$ cat src/ssft_timer.sv
// shared constants and the tick-driven delay timer of the supply sequencer
`timescale 1ns/10ps
`default_nettype none
package ssft_pkg;
    localparam int CLK_PERIOD_NS = 100;
    localparam int TICK_NS = 500000;
    localparam int TICK_CYCLES = TICK_NS / CLK_PERIOD_NS;
    localparam int GLITCH_NS = 3000;
    localparam int GLITCH_CYCLES = (GLITCH_NS + CLK_PERIOD_NS - 1) / CLK_PERIOD_NS;
    localparam int NOISE_NS = 100;
    localparam int NOISE_CYCLES = (NOISE_NS + CLK_PERIOD_NS - 1) / CLK_PERIOD_NS;
    localparam int TW = 10;
    // delays in 0.5 ms ticks
    localparam logic [TW-1:0] T_1P5MS = 10'h003;
    localparam logic [TW-1:0] T_3MS = 10'h006;
    localparam logic [TW-1:0] T_12P5MS = 10'h019;
    localparam logic [TW-1:0] T_25MS = 10'h032;
    localparam logic [TW-1:0] T_50MS = 10'h064;
    localparam logic [TW-1:0] T_100MS = 10'h0c8;
    localparam logic [TW-1:0] T_200MS = 10'h190;
    localparam logic [TW-1:0] T_400MS = 10'h320;
    localparam logic [TW-1:0] T_ZERO = 10'h000;
    localparam logic [11:0] LEVEL_BASE_MV = 12'h9f6;
    localparam logic [11:0] LEVEL_STEP_MV = 12'h096;
    localparam logic [4:0] PCT_STEP = 5'h05;
    localparam logic [1:0] ABORT_OFF = 2'h0;
endpackage : ssft_pkg

module ssft_timer (
    input wire logic clk_sys,
    input wire logic rstn,
    input wire logic active,
    input wire logic tick,
    input wire logic [ssft_pkg::TW-1:0] limit,
    output logic done
);
    logic [ssft_pkg::TW-1:0] cnt_r;

    // cleared whenever inactive, so each entry restarts the count
    always_ff @(posedge clk_sys or negedge rstn)
    begin
        if (!rstn)
            cnt_r <= ssft_pkg::T_ZERO;
        else if (!active)
            cnt_r <= ssft_pkg::T_ZERO;
        else if (tick && cnt_r < limit)
            cnt_r <= cnt_r + 1'b1;
    end

    assign done = active && (cnt_r >= limit);
endmodule : ssft_timer
`default_nettype wire

$ cat src/ssft_sequencer.sv
// power sequencer, supervisors, fault filters and comparator threshold selection
// Notes on behaviour
// - wait selected 1.5/12.5/25/50 ms between sequence positions, up and down
// - hold system reset low 25/50/100/200 ms after last supply good
// - channel must reach good within 50/100/200 ms or off, else shutdown
// - debounce power request pin 0/25/100/400 ms before acting
// - supply fail indication stays active 3 ms after latch cleared
// - battery fault output stays low 3 ms after fault disappears
// - supply faults act only after persisting 3 us continuously
// - battery fault level 2.55 V to 3.60 V, 150 mV steps from lowest
// - supply fail level same range, own independent step code
// - per channel undervolt and overvolt limits 5/10/15/20 percent
// - serial bus lines ignore noise pulses of 100 ns or less
// - forced shutdown disables every channel at once
`timescale 1ns/10ps
`default_nettype none
module ssft_sequencer #(
    parameter int N = 6,
    parameter int TICK_CYCLES = ssft_pkg::TICK_CYCLES
) (
    input wire logic clk_sys,
    input wire logic rstn,
    input wire logic power_request_pin,
    input wire logic [1:0] request_debounce_sel,
    input wire logic [2*N-1:0] seq_on_delay_sel,
    input wire logic [2*N-1:0] seq_off_delay_sel,
    input wire logic [1:0] reset_release_sel,
    input wire logic [1:0] seq_abort_sel,
    input wire logic force_shutdown_req,
    input wire logic [N-1:0] ch_power_good,
    input wire logic [N-1:0] ch_fault,
    output logic [N-1:0] ch_enable,
    output logic system_reset_out_n,
    input wire logic battery_low,
    output logic battery_fault_out_n,
    input wire logic supply_fail_cmp,
    input wire logic supply_fail_clear,
    output logic supply_fail_out,
    input wire logic [2:0] battery_fault_level_code,
    input wire logic [2:0] supply_fail_level_code,
    output logic [11:0] battery_fault_level,
    output logic [11:0] supply_fail_level,
    input wire logic [2*N-1:0] undervolt_sel,
    input wire logic [2*N-1:0] overvolt_sel,
    output logic [5*N-1:0] undervolt_limit_pct,
    output logic [5*N-1:0] overvolt_limit_pct,
    input wire logic scl_in,
    input wire logic sda_in,
    output logic scl_filt,
    output logic sda_filt
);
    typedef enum logic [6:0] {
        ST_IDLE = 7'h01,
        ST_ON_WAIT = 7'h02,
        ST_ON_DELAY = 7'h04,
        ST_RST_DELAY = 7'h08,
        ST_RUN = 7'h10,
        ST_OFF_WAIT = 7'h20,
        ST_OFF_DELAY = 7'h40
    } ssft_state_e;

    localparam int PW = $clog2(N);
    localparam logic [PW-1:0] LAST_POS = PW'(N-1);
    localparam int TCW = $clog2(TICK_CYCLES);
    localparam logic [TCW-1:0] TICK_LAST = TCW'(TICK_CYCLES-1);
    localparam int GW = $clog2(ssft_pkg::GLITCH_CYCLES+1);
    localparam logic [GW-1:0] GLITCH_LAST = GW'(ssft_pkg::GLITCH_CYCLES);

    function automatic logic [ssft_pkg::TW-1:0] step_ticks(input logic [1:0] s);
        case (s)
            2'h0: step_ticks = ssft_pkg::T_1P5MS;
            2'h1: step_ticks = ssft_pkg::T_12P5MS;
            2'h2: step_ticks = ssft_pkg::T_25MS;
            default: step_ticks = ssft_pkg::T_50MS;
        endcase
    endfunction : step_ticks

    function automatic logic [11:0] level_mv(input logic [2:0] code);
        level_mv = ssft_pkg::LEVEL_BASE_MV + 12'(code * ssft_pkg::LEVEL_STEP_MV);
    endfunction : level_mv

    function automatic logic [4:0] pct(input logic [1:0] s);
        pct = 5'(({3'h0, s} + 5'h01) * ssft_pkg::PCT_STEP);
    endfunction : pct

    // synchronisers: first stage read only by second
    localparam int NS = 2*N + 5;
    logic [NS-1:0] sync1_r, sync2_r;
    always_ff @(posedge clk_sys or negedge rstn)
    begin
        if (!rstn)
        begin
            sync1_r <= '0;
            sync2_r <= '0;
        end
        else
        begin
            sync1_r <= {sda_in, scl_in, supply_fail_cmp, battery_low, power_request_pin, ch_fault, ch_power_good};
            sync2_r <= sync1_r;
        end
    end
    logic [N-1:0] good_s, fault_s;
    logic req_s, batt_s, sfcmp_s, scl_s, sda_s;
    assign good_s = sync2_r[N-1:0];
    assign fault_s = sync2_r[2*N-1:N];
    assign {sda_s, scl_s, sfcmp_s, batt_s, req_s} = sync2_r[NS-1:2*N];

    // bus line noise filter
    logic scl_d_r, sda_d_r;
    always_ff @(posedge clk_sys or negedge rstn)
    begin
        if (!rstn)
        begin
            scl_d_r <= 1'b1;
            sda_d_r <= 1'b1;
            scl_filt <= 1'b1;
            sda_filt <= 1'b1;
        end
        else
        begin
            scl_d_r <= scl_s;
            sda_d_r <= sda_s;
            if (scl_d_r == scl_s)
                scl_filt <= scl_s;
            if (sda_d_r == sda_s)
                sda_filt <= sda_s;
        end
    end

    // common time base
    logic [TCW-1:0] tb_r;
    logic tick;
    always_ff @(posedge clk_sys or negedge rstn)
    begin
        if (!rstn)
            tb_r <= '0;
        else if (tb_r == TICK_LAST)
            tb_r <= '0;
        else
            tb_r <= tb_r + 1'b1;
    end
    assign tick = (tb_r == TICK_LAST);

    // supply fault glitch filters
    logic [GW-1:0] gcnt_r [N];
    logic [N-1:0] fault_ok;
    genvar gi;
    generate
        for (gi = 0; gi < N; gi++)
        begin : g_filt
            always_ff @(posedge clk_sys or negedge rstn)
            begin
                if (!rstn)
                    gcnt_r[gi] <= '0;
                else if (!fault_s[gi])
                    gcnt_r[gi] <= '0;
                else if (gcnt_r[gi] != GLITCH_LAST)
                    gcnt_r[gi] <= gcnt_r[gi] + 1'b1;
            end
            assign fault_ok[gi] = (gcnt_r[gi] == GLITCH_LAST);
            assign undervolt_limit_pct[5*gi +: 5] = pct(undervolt_sel[2*gi +: 2]);
            assign overvolt_limit_pct[5*gi +: 5] = pct(overvolt_sel[2*gi +: 2]);
        end
    endgenerate

    always_ff @(posedge clk_sys or negedge rstn)
    begin
        if (!rstn)
        begin
            battery_fault_level <= ssft_pkg::LEVEL_BASE_MV;
            supply_fail_level <= ssft_pkg::LEVEL_BASE_MV;
        end
        else
        begin
            battery_fault_level <= level_mv(battery_fault_level_code);
            supply_fail_level <= level_mv(supply_fail_level_code);
        end
    end

    // power request debounce
    logic req_db_r, db_done;
    logic [ssft_pkg::TW-1:0] db_lim;
    always_comb
    begin
        case (request_debounce_sel)
            2'h0: db_lim = ssft_pkg::T_ZERO;
            2'h1: db_lim = ssft_pkg::T_25MS;
            2'h2: db_lim = ssft_pkg::T_100MS;
            default: db_lim = ssft_pkg::T_400MS;
        endcase
    end
    ssft_timer u_db (.clk_sys(clk_sys), .rstn(rstn), .active(req_s != req_db_r), .tick(tick),
        .limit(db_lim), .done(db_done));
    always_ff @(posedge clk_sys or negedge rstn)
    begin
        if (!rstn)
            req_db_r <= 1'b0;
        else if (db_done)
            req_db_r <= req_s;
    end

    // battery fault hold
    logic bf_hold_r, bf_done;
    ssft_timer u_bf (.clk_sys(clk_sys), .rstn(rstn), .active(bf_hold_r && !batt_s), .tick(tick),
        .limit(ssft_pkg::T_3MS), .done(bf_done));
    always_ff @(posedge clk_sys or negedge rstn)
    begin
        if (!rstn)
            bf_hold_r <= 1'b0;
        else if (batt_s)
            bf_hold_r <= 1'b1;
        else if (bf_done)
            bf_hold_r <= 1'b0;
    end
    assign battery_fault_out_n = !(batt_s || bf_hold_r);

    // supply fail latch and hold
    logic sf_latch_r, sf_hold_r, sf_done;
    ssft_timer u_sf (.clk_sys(clk_sys), .rstn(rstn), .active(sf_hold_r && !sf_latch_r), .tick(tick),
        .limit(ssft_pkg::T_3MS), .done(sf_done));
    always_ff @(posedge clk_sys or negedge rstn)
    begin
        if (!rstn)
        begin
            sf_latch_r <= 1'b0;
            sf_hold_r <= 1'b0;
        end
        else
        begin
            if (sfcmp_s)
                sf_latch_r <= 1'b1;
            else if (supply_fail_clear)
                sf_latch_r <= 1'b0;
            if (sf_latch_r || sfcmp_s)
                sf_hold_r <= 1'b1;
            else if (sf_done)
                sf_hold_r <= 1'b0;
        end
    end
    assign supply_fail_out = sf_latch_r || sf_hold_r;

    // sequencer
    ssft_state_e state_r;
    logic [PW-1:0] pos_r;
    logic dly_done, abort_done, shutdown;
    logic [ssft_pkg::TW-1:0] dly_lim, abort_lim;
    always_comb
    begin
        case (state_r)
            ST_ON_DELAY: dly_lim = step_ticks(seq_on_delay_sel[2*pos_r +: 2]);
            ST_OFF_DELAY: dly_lim = step_ticks(seq_off_delay_sel[2*pos_r +: 2]);
            default: dly_lim = (reset_release_sel == 2'h0) ? ssft_pkg::T_25MS :
                (reset_release_sel == 2'h1) ? ssft_pkg::T_50MS :
                (reset_release_sel == 2'h2) ? ssft_pkg::T_100MS : ssft_pkg::T_200MS;
        endcase
        case (seq_abort_sel)
            2'h1: abort_lim = ssft_pkg::T_50MS;
            2'h2: abort_lim = ssft_pkg::T_100MS;
            default: abort_lim = ssft_pkg::T_200MS;
        endcase
    end
    ssft_timer u_dly (.clk_sys(clk_sys), .rstn(rstn),
        .active(state_r == ST_ON_DELAY || state_r == ST_OFF_DELAY || state_r == ST_RST_DELAY),
        .tick(tick), .limit(dly_lim), .done(dly_done));
    ssft_timer u_abort (.clk_sys(clk_sys), .rstn(rstn),
        .active((state_r == ST_ON_WAIT || state_r == ST_OFF_WAIT) && seq_abort_sel != ssft_pkg::ABORT_OFF),
        .tick(tick), .limit(abort_lim), .done(abort_done));

    assign shutdown = force_shutdown_req || batt_s || (|fault_ok) || abort_done;

    always_ff @(posedge clk_sys or negedge rstn)
    begin
        if (!rstn)
        begin
            state_r <= ST_IDLE;
            pos_r <= '0;
            ch_enable <= '0;
            system_reset_out_n <= 1'b0;
        end
        else if (shutdown && state_r != ST_IDLE)
        begin
            state_r <= ST_IDLE;
            ch_enable <= '0;
            system_reset_out_n <= 1'b0;
        end
        else
        begin
            case (state_r)
                ST_IDLE:
                    if (req_db_r && !shutdown)
                    begin
                        pos_r <= '0;
                        ch_enable[0] <= 1'b1;
                        state_r <= ST_ON_WAIT;
                    end
                ST_ON_WAIT:
                    if (good_s[pos_r])
                        state_r <= (pos_r == LAST_POS) ? ST_RST_DELAY : ST_ON_DELAY;
                ST_ON_DELAY:
                    if (dly_done)
                    begin
                        pos_r <= pos_r + 1'b1;
                        ch_enable[pos_r + 1'b1] <= 1'b1;
                        state_r <= ST_ON_WAIT;
                    end
                ST_RST_DELAY:
                    if (dly_done)
                    begin
                        system_reset_out_n <= 1'b1;
                        state_r <= ST_RUN;
                    end
                ST_RUN:
                    if (!req_db_r)
                    begin
                        pos_r <= LAST_POS;
                        ch_enable[LAST_POS] <= 1'b0;
                        system_reset_out_n <= 1'b0;
                        state_r <= ST_OFF_WAIT;
                    end
                ST_OFF_WAIT:
                    if (!good_s[pos_r])
                        state_r <= (pos_r == '0) ? ST_IDLE : ST_OFF_DELAY;
                ST_OFF_DELAY:
                    if (dly_done)
                    begin
                        pos_r <= pos_r - 1'b1;
                        ch_enable[pos_r - 1'b1] <= 1'b0;
                        state_r <= ST_OFF_WAIT;
                    end
                default:
                    state_r <= ST_IDLE;
            endcase
        end
    end
endmodule : ssft_sequencer
`default_nettype wire

$ cat config.mk
export PLATFORM = sky130hd
export DESIGN_NAME = ssft_sequencer
export DESIGN_NICKNAME = d
export VERILOG_FILES = /design/src/ssft_timer.sv /design/src/ssft_sequencer.sv
export SDC_FILE = /design/constraint.sdc
export NUM_CORES = 1
export LEC_CHECK = 0
export BUFFER_PORTS_ARGS = -buffer_cell sky130_fd_sc_hd__buf_2
export CAP_MARGIN = 25
export CORE_AREA = 5 5 147 149
export DETAILED_ROUTE_END_ITERATION = 8
export DIE_AREA = 0 0 152 154
export PLACE_DENSITY = 0.72
export SLEW_MARGIN = 20
export SYNTH_ARGS = -nofsm -noshare
export SYNTH_HDL_FRONTEND = slang
export SYNTH_SLANG_ARGS = --single-unit
$ cat constraint.sdc
create_clock -name clk_sys -period 5 [get_ports clk_sys]
set_input_delay 0.25 -clock clk_sys [delete_from_list [all_inputs] [get_ports clk_sys]]
set_output_delay 0.25 -clock clk_sys [all_outputs]
set_load 0.02 [all_outputs]
==> flow_summary_export.csv, run 1 <==
group,metric,value,unit
placed_design,dp.final_hpwl,14730,um
floorplan,num_rows,52,
pwr,vdd_drop_max,0.2195,mV
yosys,synth_area_leaders,"dfrtp_1 39%, ha_1 13%, dfstp_2 5.6%, inv_1 3.8%, xnor2_1 3.5%",
clock_network,clk_path_buf_depth,2,
critical_path,cp_data_required_time,5.32,ns
clock_network,post_cts_buffers,0,
route,wl_per_cell,13.87,um
clock_network,clock_latency,0.43,ns
sta,holdWs,0.02741,ns
sta,fin_skew,0.01549,ns
floorplan,ios,176,
critical_path,path_class,"reg2reg",
yosys,synth_top_flop_cell,"dfrtp_1",
route,wirelength_met1,8872,um
sta,max_freq,238.8,MHz
route,drt_iter0_markers,448,
yosys,netlist.area_leader.share,0.3899,
critical_path,setup.worst_path.start_class,"flop",
floorplan,die_y,154,um
finish,nNetsFinal,1331,
finish,drive_above_1_share,0.2137,
run_status,status,"complete, no violations",
critical_path,worstPathMaxFanout,9,
run,drv_cap,0,
sta,relSlewSlack,0.4051,
yosys,syn_inst,958,
critical_path,reg2reg_from,"pos_r[0]$_DFFE_PN0P_",
yosys,ys_warn_count,0,
yosys,synth-edff-count,0,
pwr,power.leakage,5.824,nW
floorplan,die_area,23410,sq um
sta,post-route-min-period,4.188,ns
critical_path,critPathTopFamily,"compound AO/OA/AOI/OAI gates",
finish,n_antenna_cell,0,
sta,setup_viol,0,
yosys,ys_async_sr_fraction,1.000,
critical_path,cp.arrival,4.50,ns
critical_path,reg2reg_to,"state_r[6]$_DFFE_PN0P_",
sta,setup-tns-final,0,ns
floorplan,dieWidth,152,um
route,wirelength,19780,um
critical_path,cp-end-kind,"flop",
grt,grt_pass1_vias,7311,
yosys,netlist_area,9821,sq um
placed_design,gp_congestion,0.9199,
clock_network,cts_root_buffer,"clkbuf_16",
hold_path,hold_class,"in2reg",
critical_path,path_buf_inv,1,
yosys,yosysMostFrequentCell,"dfrtp_1",
critical_path,crit_path_end,"state_r[6]$_DFFE_PN0P_",
critical_path,slowest_stage,"dfrtp_1",
yosys,yosys.area.top_type,"dfrtp_1",
clock_network,numClockSinks,174,
route,vias,7402,
grt,grt_pass1_wl,33690,um
pwr,power,3.467,mW
critical_path,cpPeakStageDelay,0.62,ns
critical_path,r2r_slack,0.81,ns
clock_network,htree_levels,4,
finish,syn_to_final_growth,18.96,%
yosys,synth.avg_cell_area,10.25,sq um
floorplan,core_area,20040,sq um
yosys,yosysUniqueCellTypes,71,
placed_design,place_area,10880,sq um
finish,postLayoutCellArea,11680,sq um
placed_design,portBuffers,173,
floorplan,start_util,0.4901,
critical_path,crit_cells,14,
yosys,ys_ff_latch,174,
clock_network,cts_resized,0,
yosys,yosysSeqAreaShare,0.4460,
route,routed.top_layer,"met4",
clock_network,cts_buffers,17,
route,wl_met3,945,um
route,viasPerCell,5.191,
placed_design,dp_cells,1376,
critical_path,path_cells,"mux4_2 -> a21oi_1 -> inv_1 -> ha_1 -> or3_1 -> o311ai_0 -> ha_1 -> a21oi_1 -> o21ai_0 -> o21bai_1 -> a21o_2 -> o2111a_1 -> and2_1 -> a32o_1",
grt,grt_max_degree,100,
sta,rsz0062_at_grt,"no",
grt,grt_overflow,0,
sta,post-route-period-util,0.8376,
route,drtAntennaViolNets,0,
grt,antenna_found_initial,0,
sta,worstMarginPinSlew,0.8924,ns
route,dr_wl_met2,9681,um
sta,drv_slew,0,
sta,finalHoldViolCount,0,
route,drt-pass1-iter-count,6,
yosys,synthTopCellsByCount,"153 x dfrtp_1, 105 x ha_1, 100 x inv_1",
finish,fin_cells,1426,
clock_network,path_clk_slew,0.08,ns
clock_network,cts_tree,"built",
critical_path,reg2reg_depth,14,
grt,grt_usage,0.1675,
critical_path,crit_path_start,"pos_r[0]$_DFFE_PN0P_",
pwr,power_density,296.8,nW/um^2
route,drc,0,
[per-layer routing]
metal | track usage | up-vias
li1 | - | 3667
met1 | 0.2141 | 3526
met2 | 0.2851 | 183
met3 | 0.04103 | 26
met4 | 0.04623 | 0
met5 | 0 | -
[kinds of logic after synthesis]
kind of cell,Yosys count,share of synthesized area
compound gates,154,0.1037
other cells,1,0.0003818
fa+ha+maj,109,0.1399
flops,174,0.4460
buf+inv,130,0.05682
mux,16,0.02281
simple gates,299,0.1635
xor+xnor,75,0.06689
[cell type report]
type                            count  area (sq um)
Clock inverter                     13         156.4
Inverter                          100         375.4
Sequential cell                   174          4380
Clock buffer                       19         464.2
Tap cell                          270         337.8
Fill cell                        1796          8357
Timing Repair Buffer              195          1082
Multi-Input combinational cell    655          4886
[flip-flops by register name, indices dropped and copies added, names as in the netlist, 3 cells and up]
signal / cells
gcnt_r: 30
sync1_r: 17
supply_fail_level: 11
battery_fault_level: 11
ch_enable: 6
u_db.cnt_r: 10
tb_r: 13
sync2_r: 17
u_abort.cnt_r: 10
pos_r: 3
u_dly.cnt_r: 10
state_r: 7
u_bf.cnt_r: 10
u_sf.cnt_r: 10
[worst reg2reg max path: stages, from the launching register on]
cell      delay [ns]
dfrtp_1         0.62
mux4_2          0.56
a21oi_1         0.27
inv_1           0.10
ha_1            0.20
or3_1           0.36
o311ai_0        0.12
ha_1            0.32
a21oi_1         0.15
o21ai_0         0.11
o21bai_1        0.19
a21o_2          0.29
o2111a_1        0.30
and2_1          0.21
a32o_1          0.25
[per-stage QoR]
step | util | worst slack (ns)
finish | 0.5830 | 0.8122
global route | 0.5830 | 0.4243
CTS | 0.5830 | 0.8229
detailed placement | 0.5430 | 0.8395
global placement | 0.5430 | 0.9463
floorplan | - | 0.8265
[cell usage in the layout (no fill, tap or decap), types with 5 or more instances in the layout]
cell type and instances:
buf_2 172, dfrtp_1 153, ha_1 105, inv_1 100
nor2_1 70, nand2_1 53, o21ai_0 43, xnor2_1 39
xor2_1 36, and2_1 32, nand3_1 30, a21oi_1 29
nand4_1 24, a31oi_1 22, dfstp_2 21, and3_1 19
clkbuf_16 18, dlygate4sd3_1 18, nor3b_1 13, a21o_1 11
mux2i_1 10, nor4_1 10, nor2b_1 7, o31ai_1 7
o211a_1 7, nand2b_1 6, or3_1 6, mux4_2 5
nand4b_1 5, inv_8 5
[power breakdown]
part,switching (mW),internal [mW]
sequential,0.0486,1.50
clock,0.632,0.719
combinational,0.351,0.219
[timing repair]
item,in CTS,in global routing
endpoints found under the setup margin,0,0
endpoints found under the hold margin,108,0
hold buffers,18,0
[how the worst min path moves through the flow]
stage	start	to	slack, ns	cells after the start
after global placement	sync1_r[13]$_DFF_PN0_	sync2_r[13]$_DFF_PN0_	0.33	0
final	battery_fault_level_code[0]	battery_fault_level[2]$_DFF_PN1_	0.03	2
after CTS	battery_fault_level_code[0]	battery_fault_level[2]$_DFF_PN1_	0.002	2
after detailed placement	sync1_r[10]$_DFF_PN0_	sync2_r[10]$_DFF_PN0_	0.33	0
after global routing	battery_fault_level_code[0]	battery_fault_level[2]$_DFF_PN1_	0.006	2
after floorplan	rstn	battery_fault_level[10]$_DFF_PN0_	-0.05	0
Power figures use the tool's default switching activity.
==> run 2: changes to the inputs <==
ABC_AREA = 1   (was default)
CORE_AREA = 5 5 149 151   (was 5 5 147 149)
DIE_AREA = 0 0 154 156   (was 0 0 152 154)
PLACE_DENSITY = 0.74   (was 0.72)
clock period = 3.63 ns   (was 5 ns; I/O delays follow)
==> run 2 against run 1 <==
Compared with the run above: register-to-register slack worse by 0.63 ns; cell area grew 4.3%; combinational power is 130% higher; area after synthesis rose by 3.6%; power rose by 52%; critical path type unchanged; hold slack better by 0.15 ns; highest routed layer unchanged; non-clock buffer count is 15 higher.
==> flow_summary_export.csv, run 2 <==
group,metric,value,unit
yosys,ys_warn_count,0,
route,drtAntennaViolNets,0,
clock_network,cts_root_buffer,"clkbuf_16",
grt,grt_max_degree,80,
finish,fillerInstances,1818,
grt,antenna_found_initial,0,
critical_path,cp_data_required_time,3.93,ns
finish,final_cell_mix,"209 x inv_1, 172 x buf_2, 165 x nand2_1",
route,vias,8388,
critical_path,critPathTopFamily,"compound AO/OA/AOI/OAI gates",
critical_path,path_cells,"buf_4 -> o21ai_0 -> o22ai_1 -> a32oi_2 -> inv_1 -> ha_1 -> nor2_1 -> o21ai_1 -> o21ai_0 -> ha_1 -> nand2_1 -> inv_1 -> nand2_1 -> nand2_1 -> a21oi_2 -> buf_4 -> a21oi_4 -> nor3_1 -> and2_1 -> nor2_1",
hold_path,hold_class,"in2reg",
grt,grt_pass1_vias,8316,
finish,drive_above_1_share,0.2146,
pwr,vdd_drop_max,0.2572,mV
yosys,yosysUniqueCellTypes,54,
floorplan,start_util,0.4915,
clock_network,numClockSinks,174,
sta,worstMarginPinSlew,0.7969,ns
placed_design,gp_congestion,0.9043,
placed_design,dp_cells,1611,
route,drc,0,
clock_network,path_clk_slew,0.07,ns
clock_network,clk_path_buf_depth,2,
sta,relSlewSlack,0.4670,
critical_path,cp-end-kind,"flop",
yosys,yosys.area.top_type,"dfrtp_1",
yosys,synthTopCellsByCount,"211 x inv_1, 165 x nand2_1, 153 x dfrtp_1",
sta,post-route-min-period,3.450,ns
yosys,yosysSeqAreaShare,0.4307,
clock_network,htree_levels,4,
finish,n_antenna_cell,0,
grt,grt_pass1_wl,36050,um
route,viasPerCell,5.014,
placed_design,portBuffers,173,
yosys,netlist.area_leader.share,0.3765,
grt,grt_usage,0.1766,
floorplan,die_y,156,um
clock_network,cts_tree,"built",
sta,rsz0062_at_grt,"yes",
finish,largest_register_ffs,30,
sta,fin_skew,0.01072,ns
finish,regArea,4383,sq um
critical_path,cp.arrival,3.75,ns
critical_path,path_buf_inv,4,
clock_network,cts_buffers,17,
pwr,power,5.267,mW
critical_path,slowest_stage,"dfrtp_2",
route,wl_per_cell,12.84,um
critical_path,path_class,"reg2reg",
yosys,netlist_area,10170,sq um
run_status,status,"complete, no violations",
sta,post-route-period-util,0.9504,
finish,final_core_utilization,0.5888,
finish,reg_top3,"gcnt_r: 30 flops, sync1_r: 17 flops, sync2_r: 17 flops",
pwr,power.leakage,6.237,nW
finish,fin_cells,1673,
yosys,ys_async_sr_fraction,1.000,
finish,final_common_cell,"inv_1",
yosys,ys_ff_latch,174,
yosys,synth_top_flop_cell,"dfrtp_1",
floorplan,dieWidth,154,um
yosys,synth-edff-count,0,
yosys,synth.avg_cell_area,8.611,sq um
run,drv_cap,0,
finish,syn_to_final_growth,19.78,%
sta,max_freq,289.9,MHz
critical_path,worstPathMaxFanout,13,
sta,drv_slew,0,
grt,grt_overflow,0,
finish,nNetsFinal,1573,
finish,top_register,"gcnt_r",
sta,setup-tns-final,0,ns
route,drt-pass1-iter-count,5,
floorplan,num_rows,53,
yosys,syn_inst,1181,
finish,multiInputGateArea,4862,sq um
critical_path,setup.worst_path.start_class,"flop",
sta,holdWs,0.1742,ns
sta,finalHoldViolCount,0,
route,drt_iter0_markers,446,
floorplan,ios,176,
clock_network,clock_latency,0.42,ns
route,wirelength,21480,um
floorplan,die_area,24020,sq um
critical_path,cpPeakStageDelay,0.45,ns
pwr,power_density,432.4,nW/um^2
placed_design,dp.final_hpwl,16060,um
yosys,synth_area_leaders,"dfrtp_1 38%, ha_1 13%, inv_1 7.8%, nand2_1 6.1%, dfstp_2 5.4%",
critical_path,path_common_cell,"nand2_1",
floorplan,core_area,20690,sq um
sta,setup_viol,0,
yosys,yosysMostFrequentCell,"inv_1",
## run 2: changes by cell type after synthesis, sizes merged, moves of 20 or more
| cell | previous run | this run |
|---|---|---|
| nand2 | 54 | 171 |
| inv | 100 | 214 |
| o21ai | 43 | 95 |
| nand3 | 30 | 72 |
| nor2 | 71 | 109 |
| and2 | 32 | 1 |
| xnor2 | 39 | 11 |
| nor3 | 4 | 24 |
## run 2: timing repair
action                                  in CTS  in global routing
buffers inserted                             0                  7
endpoints found under the setup margin       0                 26
hold endpoints to repair                    89                  0
resized for setup                            0                 14
hold buffers                                21                  0
## run 2: stage by stage
stage | setup WS (ns) | instance area [sq um]
2_1_floorplan | 0.1965 | 10170
3_3_place_gp | 0.2649 | 11290
3_5_place_dp | 0.04815 | 11290
4_1_cts | 0.005004 | 12060
5_1_grt | -0.009538 | 12180
6_report | 0.1800 | 12180
## run 2: path summary, 6_finish.rpt
| path | end | slack, ns | depth (start not counted) | from |
|---|---|---|---|---|
| setup / recovery | u_dly.cnt_r[5]$_DFFE_PN0P_ | 0.18 | 20 | pos_r[0]$_DFFE_PN0P_ |
| hold / removal | battery_fault_level[11]$_DFF_PN1_ | 0.17 | 4 | battery_fault_level_code[2] |
| setup reg to reg | u_dly.cnt_r[5]$_DFFE_PN0P_ | 0.18 | 20 | pos_r[0]$_DFFE_PN0P_ |
| hold reg to reg | sync2_r[4]$_DFF_PN0_ | 0.35 | 0 | sync1_r[4]$_DFF_PN0_ |
| max in group asynchronous | scl_d_r$_DFF_PN1_ | 2.35 | 3 | rstn |
| min in group asynchronous | gcnt_r[3]$_DFFE_PN0P_ | 0.36 | 2 | rstn |
## run 2: cell type report
| class | count | area share |
|---|---|---|
| multi-input cells | 766 | 0.3991 |
| flip-flops and latches | 174 | 0.3598 |
| repair buffers | 210 | 0.09973 |
| inverters | 215 | 0.06666 |
| clock buffers | 18 | 0.03523 |
| well taps | 275 | 0.02825 |
| clock inverters | 14 | 0.01078 |
| repair inverters | 1 | 0.0004108 |
## run 2: cells by family after synthesis
kind of cell,share of synthesized area
buf+inv,0.09756
simple gates,0.1951
other cells,0.0003687
compound gates,0.1032
xor+xnor,0.03789
flops,0.4307
fa+ha+maj,0.1351
## run 2: layer usage
metal  global-route usage  vias up  routed length, um
met5                    0        -                  0
met2               0.3245      207              10950
met3              0.03356       22               1058
met1               0.2148     3950               9271
met4              0.04121        0                208
li1                     -     4209                  -
## run 2: power breakdown
group	switching [mW]	internal [mW]	total, mW
Clock	0.801	0.958	1.76
Combinational	0.870	0.454	1.32
Sequential	0.0868	2.10	2.18
Total	1.76	3.51	5.27
## run 2: worst reg2reg max path: stages (launching register included)
cell     delay [ns]
dfrtp_2        0.45
buf_4          0.19
o21ai_0        0.21
o22ai_1        0.12
a32oi_2        0.20
inv_1          0.10
ha_1           0.22
nor2_1         0.15
o21ai_1        0.11
o21ai_0        0.17
ha_1           0.26
nand2_1        0.10
inv_1          0.05
nand2_1        0.07
nand2_1        0.08
a21oi_2        0.22
buf_4          0.16
a21oi_4        0.07
nor3_1         0.21
and2_1         0.16
nor2_1         0.04
==> run 3: changes to the inputs <==
ABC_AREA = default   (was 1)
CORE_AREA = 5 5 147 149   (was 5 5 149 151)
DIE_AREA = 0 0 152 154   (was 0 0 154 156)
SKIP_CTS_REPAIR_TIMING = 1   (was default)
==> run 3 against run 2 <==
Compared with the run above: first-iteration DRC count increased by 3.1%; hold slack got worse by 0.14 ns; critical endpoint is now state_r[6]$_DFFE_PN0P_; die area decreased by 2.6%.
==> flow_summary_export.csv, run 3 (same netlist as run 1, synthesis figures left out) <==
group,metric,value,unit
run_status,status,"complete, no violations",
pwr,power,4.691,mW
sta,post-route-min-period,3.557,ns
route,viasPerCell,5.312,
finish,final_common_cell,"buf_2",
critical_path,reg2reg_depth,14,
floorplan,die_y,154,um
clock_network,htree_levels,4,
finish,reg_top3,"gcnt_r: 30 flops, sync1_r: 17 flops, sync2_r: 17 flops",
sta,setup-tns-final,0,ns
finish,n_antenna_cell,0,
pwr,power_frac_seq,0.454,
grt,grt_overflow,0,
placed_design,portBuffers,173,
grt,grt_usage,0.1777,
sta,max_freq,281.2,MHz
finish,final_cell_mix,"172 x buf_2, 152 x dfrtp_1, 103 x ha_1",
placed_design,gp_congestion,0.9046,
hold_path,min_path_cells,3,
finish,fin_cells,1451,
critical_path,cp-end-kind,"flop",
route,drt-pass1-iter-count,6,
pwr,clkPwrFrac,0.372,
clock_network,clk_path_buf_depth,2,
critical_path,cp.arrival,3.87,ns
route,drt_iter0_markers,460,
clock_network,path_clk_slew,0.07,ns
floorplan,die_area,23410,sq um
route,wirelength,21120,um
route,drc,0,
clock_network,cts_buffers,17,
floorplan,ios,176,
finish,drive_above_1_share,0.2447,
sta,setup_slack,0.07319,ns
finish,top_register,"gcnt_r",
floorplan,core_area,20040,sq um
sta,fin_skew,0.01151,ns
clock_network,numClockSinks,174,
grt,antenna_found_initial,0,
route,wl_per_cell,14.56,um
grt,grt_pass1_vias,7712,
finish,largest_register_ffs,30,
clock_network,cts_root_buffer,"clkbuf_16",
sta,finalHoldViolCount,0,
pwr,swShare,0.2892,
placed_design,dp_cells,1398,
critical_path,setup.worst_path.start_class,"flop",
grt,grt_max_degree,78,
critical_path,worstPathMaxFanout,6,
pwr,vdd_drop_max,0.2929,mV
finish,fillerInstances,1671,
pwr,power.share.combinational,0.174,
sta,relSlewSlack,0.4554,
run,drv_cap,0,
finish,nNetsFinal,1356,
grt,grt_pass1_wl,35270,um
floorplan,start_util,0.4901,
pwr,power_density,393.3,nW/um^2
finish,syn_to_final_growth,21.46,%
floorplan,dieWidth,152,um
floorplan,num_rows,52,
route,vias,7707,
sta,setup_viol,0,
placed_design,dpl_worst_slack,-0.03276,ns
sta,rsz0062_at_grt,"yes",
critical_path,path_class,"reg2reg",
pwr,internal_power,3.334,mW
clock_network,cts_tree,"built",
pwr,power.leakage,5.930,nW
sta,drv_slew,0,
sta,worstMarginPinSlew,0.8110,ns
critical_path,cp_data_required_time,3.94,ns
placed_design,dp.final_hpwl,15730,um
sta,holdWs,0.03100,ns
sta,post-route-period-util,0.9798,
route,drtAntennaViolNets,0,
pwr,p_sw,1.357,mW
clock_network,clock_latency,0.42,ns
hold_path,hold_class,"in2reg",
## run 3: area by class of cell
type / instances / area [sq um] / area share
Clock inverter: 12 / 102.6 / 0.008602
Inverter: 100 / 375.4 / 0.03147
Tap cell: 270 / 337.8 / 0.02832
Multi-Input combinational cell: 655 / 4965 / 0.4162
Clock buffer: 20 / 466.7 / 0.03913
Sequential cell: 174 / 4382 / 0.3674
Timing Repair Buffer: 220 / 1299 / 0.1089
## run 3: path summary, 6_finish.rpt
check / from / endpoint / slack, ns
setup / recovery: pos_r[0]$_DFFE_PN0P_ / state_r[6]$_DFFE_PN0P_ / 0.07
hold / removal: supply_fail_clear / sf_latch_r$_DFFE_PN0P_ / 0.03
setup reg to reg: pos_r[0]$_DFFE_PN0P_ / state_r[6]$_DFFE_PN0P_ / 0.07
hold reg to reg: sync1_r[4]$_DFF_PN0_ / sync2_r[4]$_DFF_PN0_ / 0.35
max in group asynchronous: rstn / supply_fail_level[11]$_DFF_PN1_ / 2.38
min in group asynchronous: rstn / u_bf.cnt_r[1]$_DFFE_PN0P_ / 0.36
## run 3: routing by layer
layer	part of all wire	global-route usage
met4	0.020	0.05479
met2	0.48	0.2997
met5	0	0
met1	0.44	0.2222
met3	0.058	0.05115
## run 3: per-stage QoR
step / cell area, sq um / utilization
6_report: 11930 / 0.5952
5_1_grt: 11930 / 0.5952
4_1_cts: 11640 / 0.5811
3_5_place_dp: 11080 / 0.5527
3_3_place_gp: 11080 / 0.5527
2_1_floorplan: 9852 / -
## run 3: power by group through the flow
stage / clock, mW / combinational, mW / sequential [mW]
floorplan: 0 / 0.465 / 2.21
global placement: 0 / 0.781 / 2.16
detailed placement: 0 / 0.798 / 2.16
CTS: 1.78 / 0.802 / 2.13
global route: 1.88 / 0.915 / 2.14
finish: 1.74 / 0.817 / 2.13
## run 3: critical path, stage by stage, from the launching register on
cell,delay [ns]
dfrtp_2,0.45
mux4_2,0.52
a21oi_2,0.18
inv_2,0.05
ha_2,0.17
or3_1,0.35
o311ai_1,0.10
ha_1,0.32
a21oi_2,0.16
o21ai_2,0.07
o21bai_4,0.17
a21o_2,0.24
o2111a_1,0.25
and2_4,0.17
a32o_1,0.25
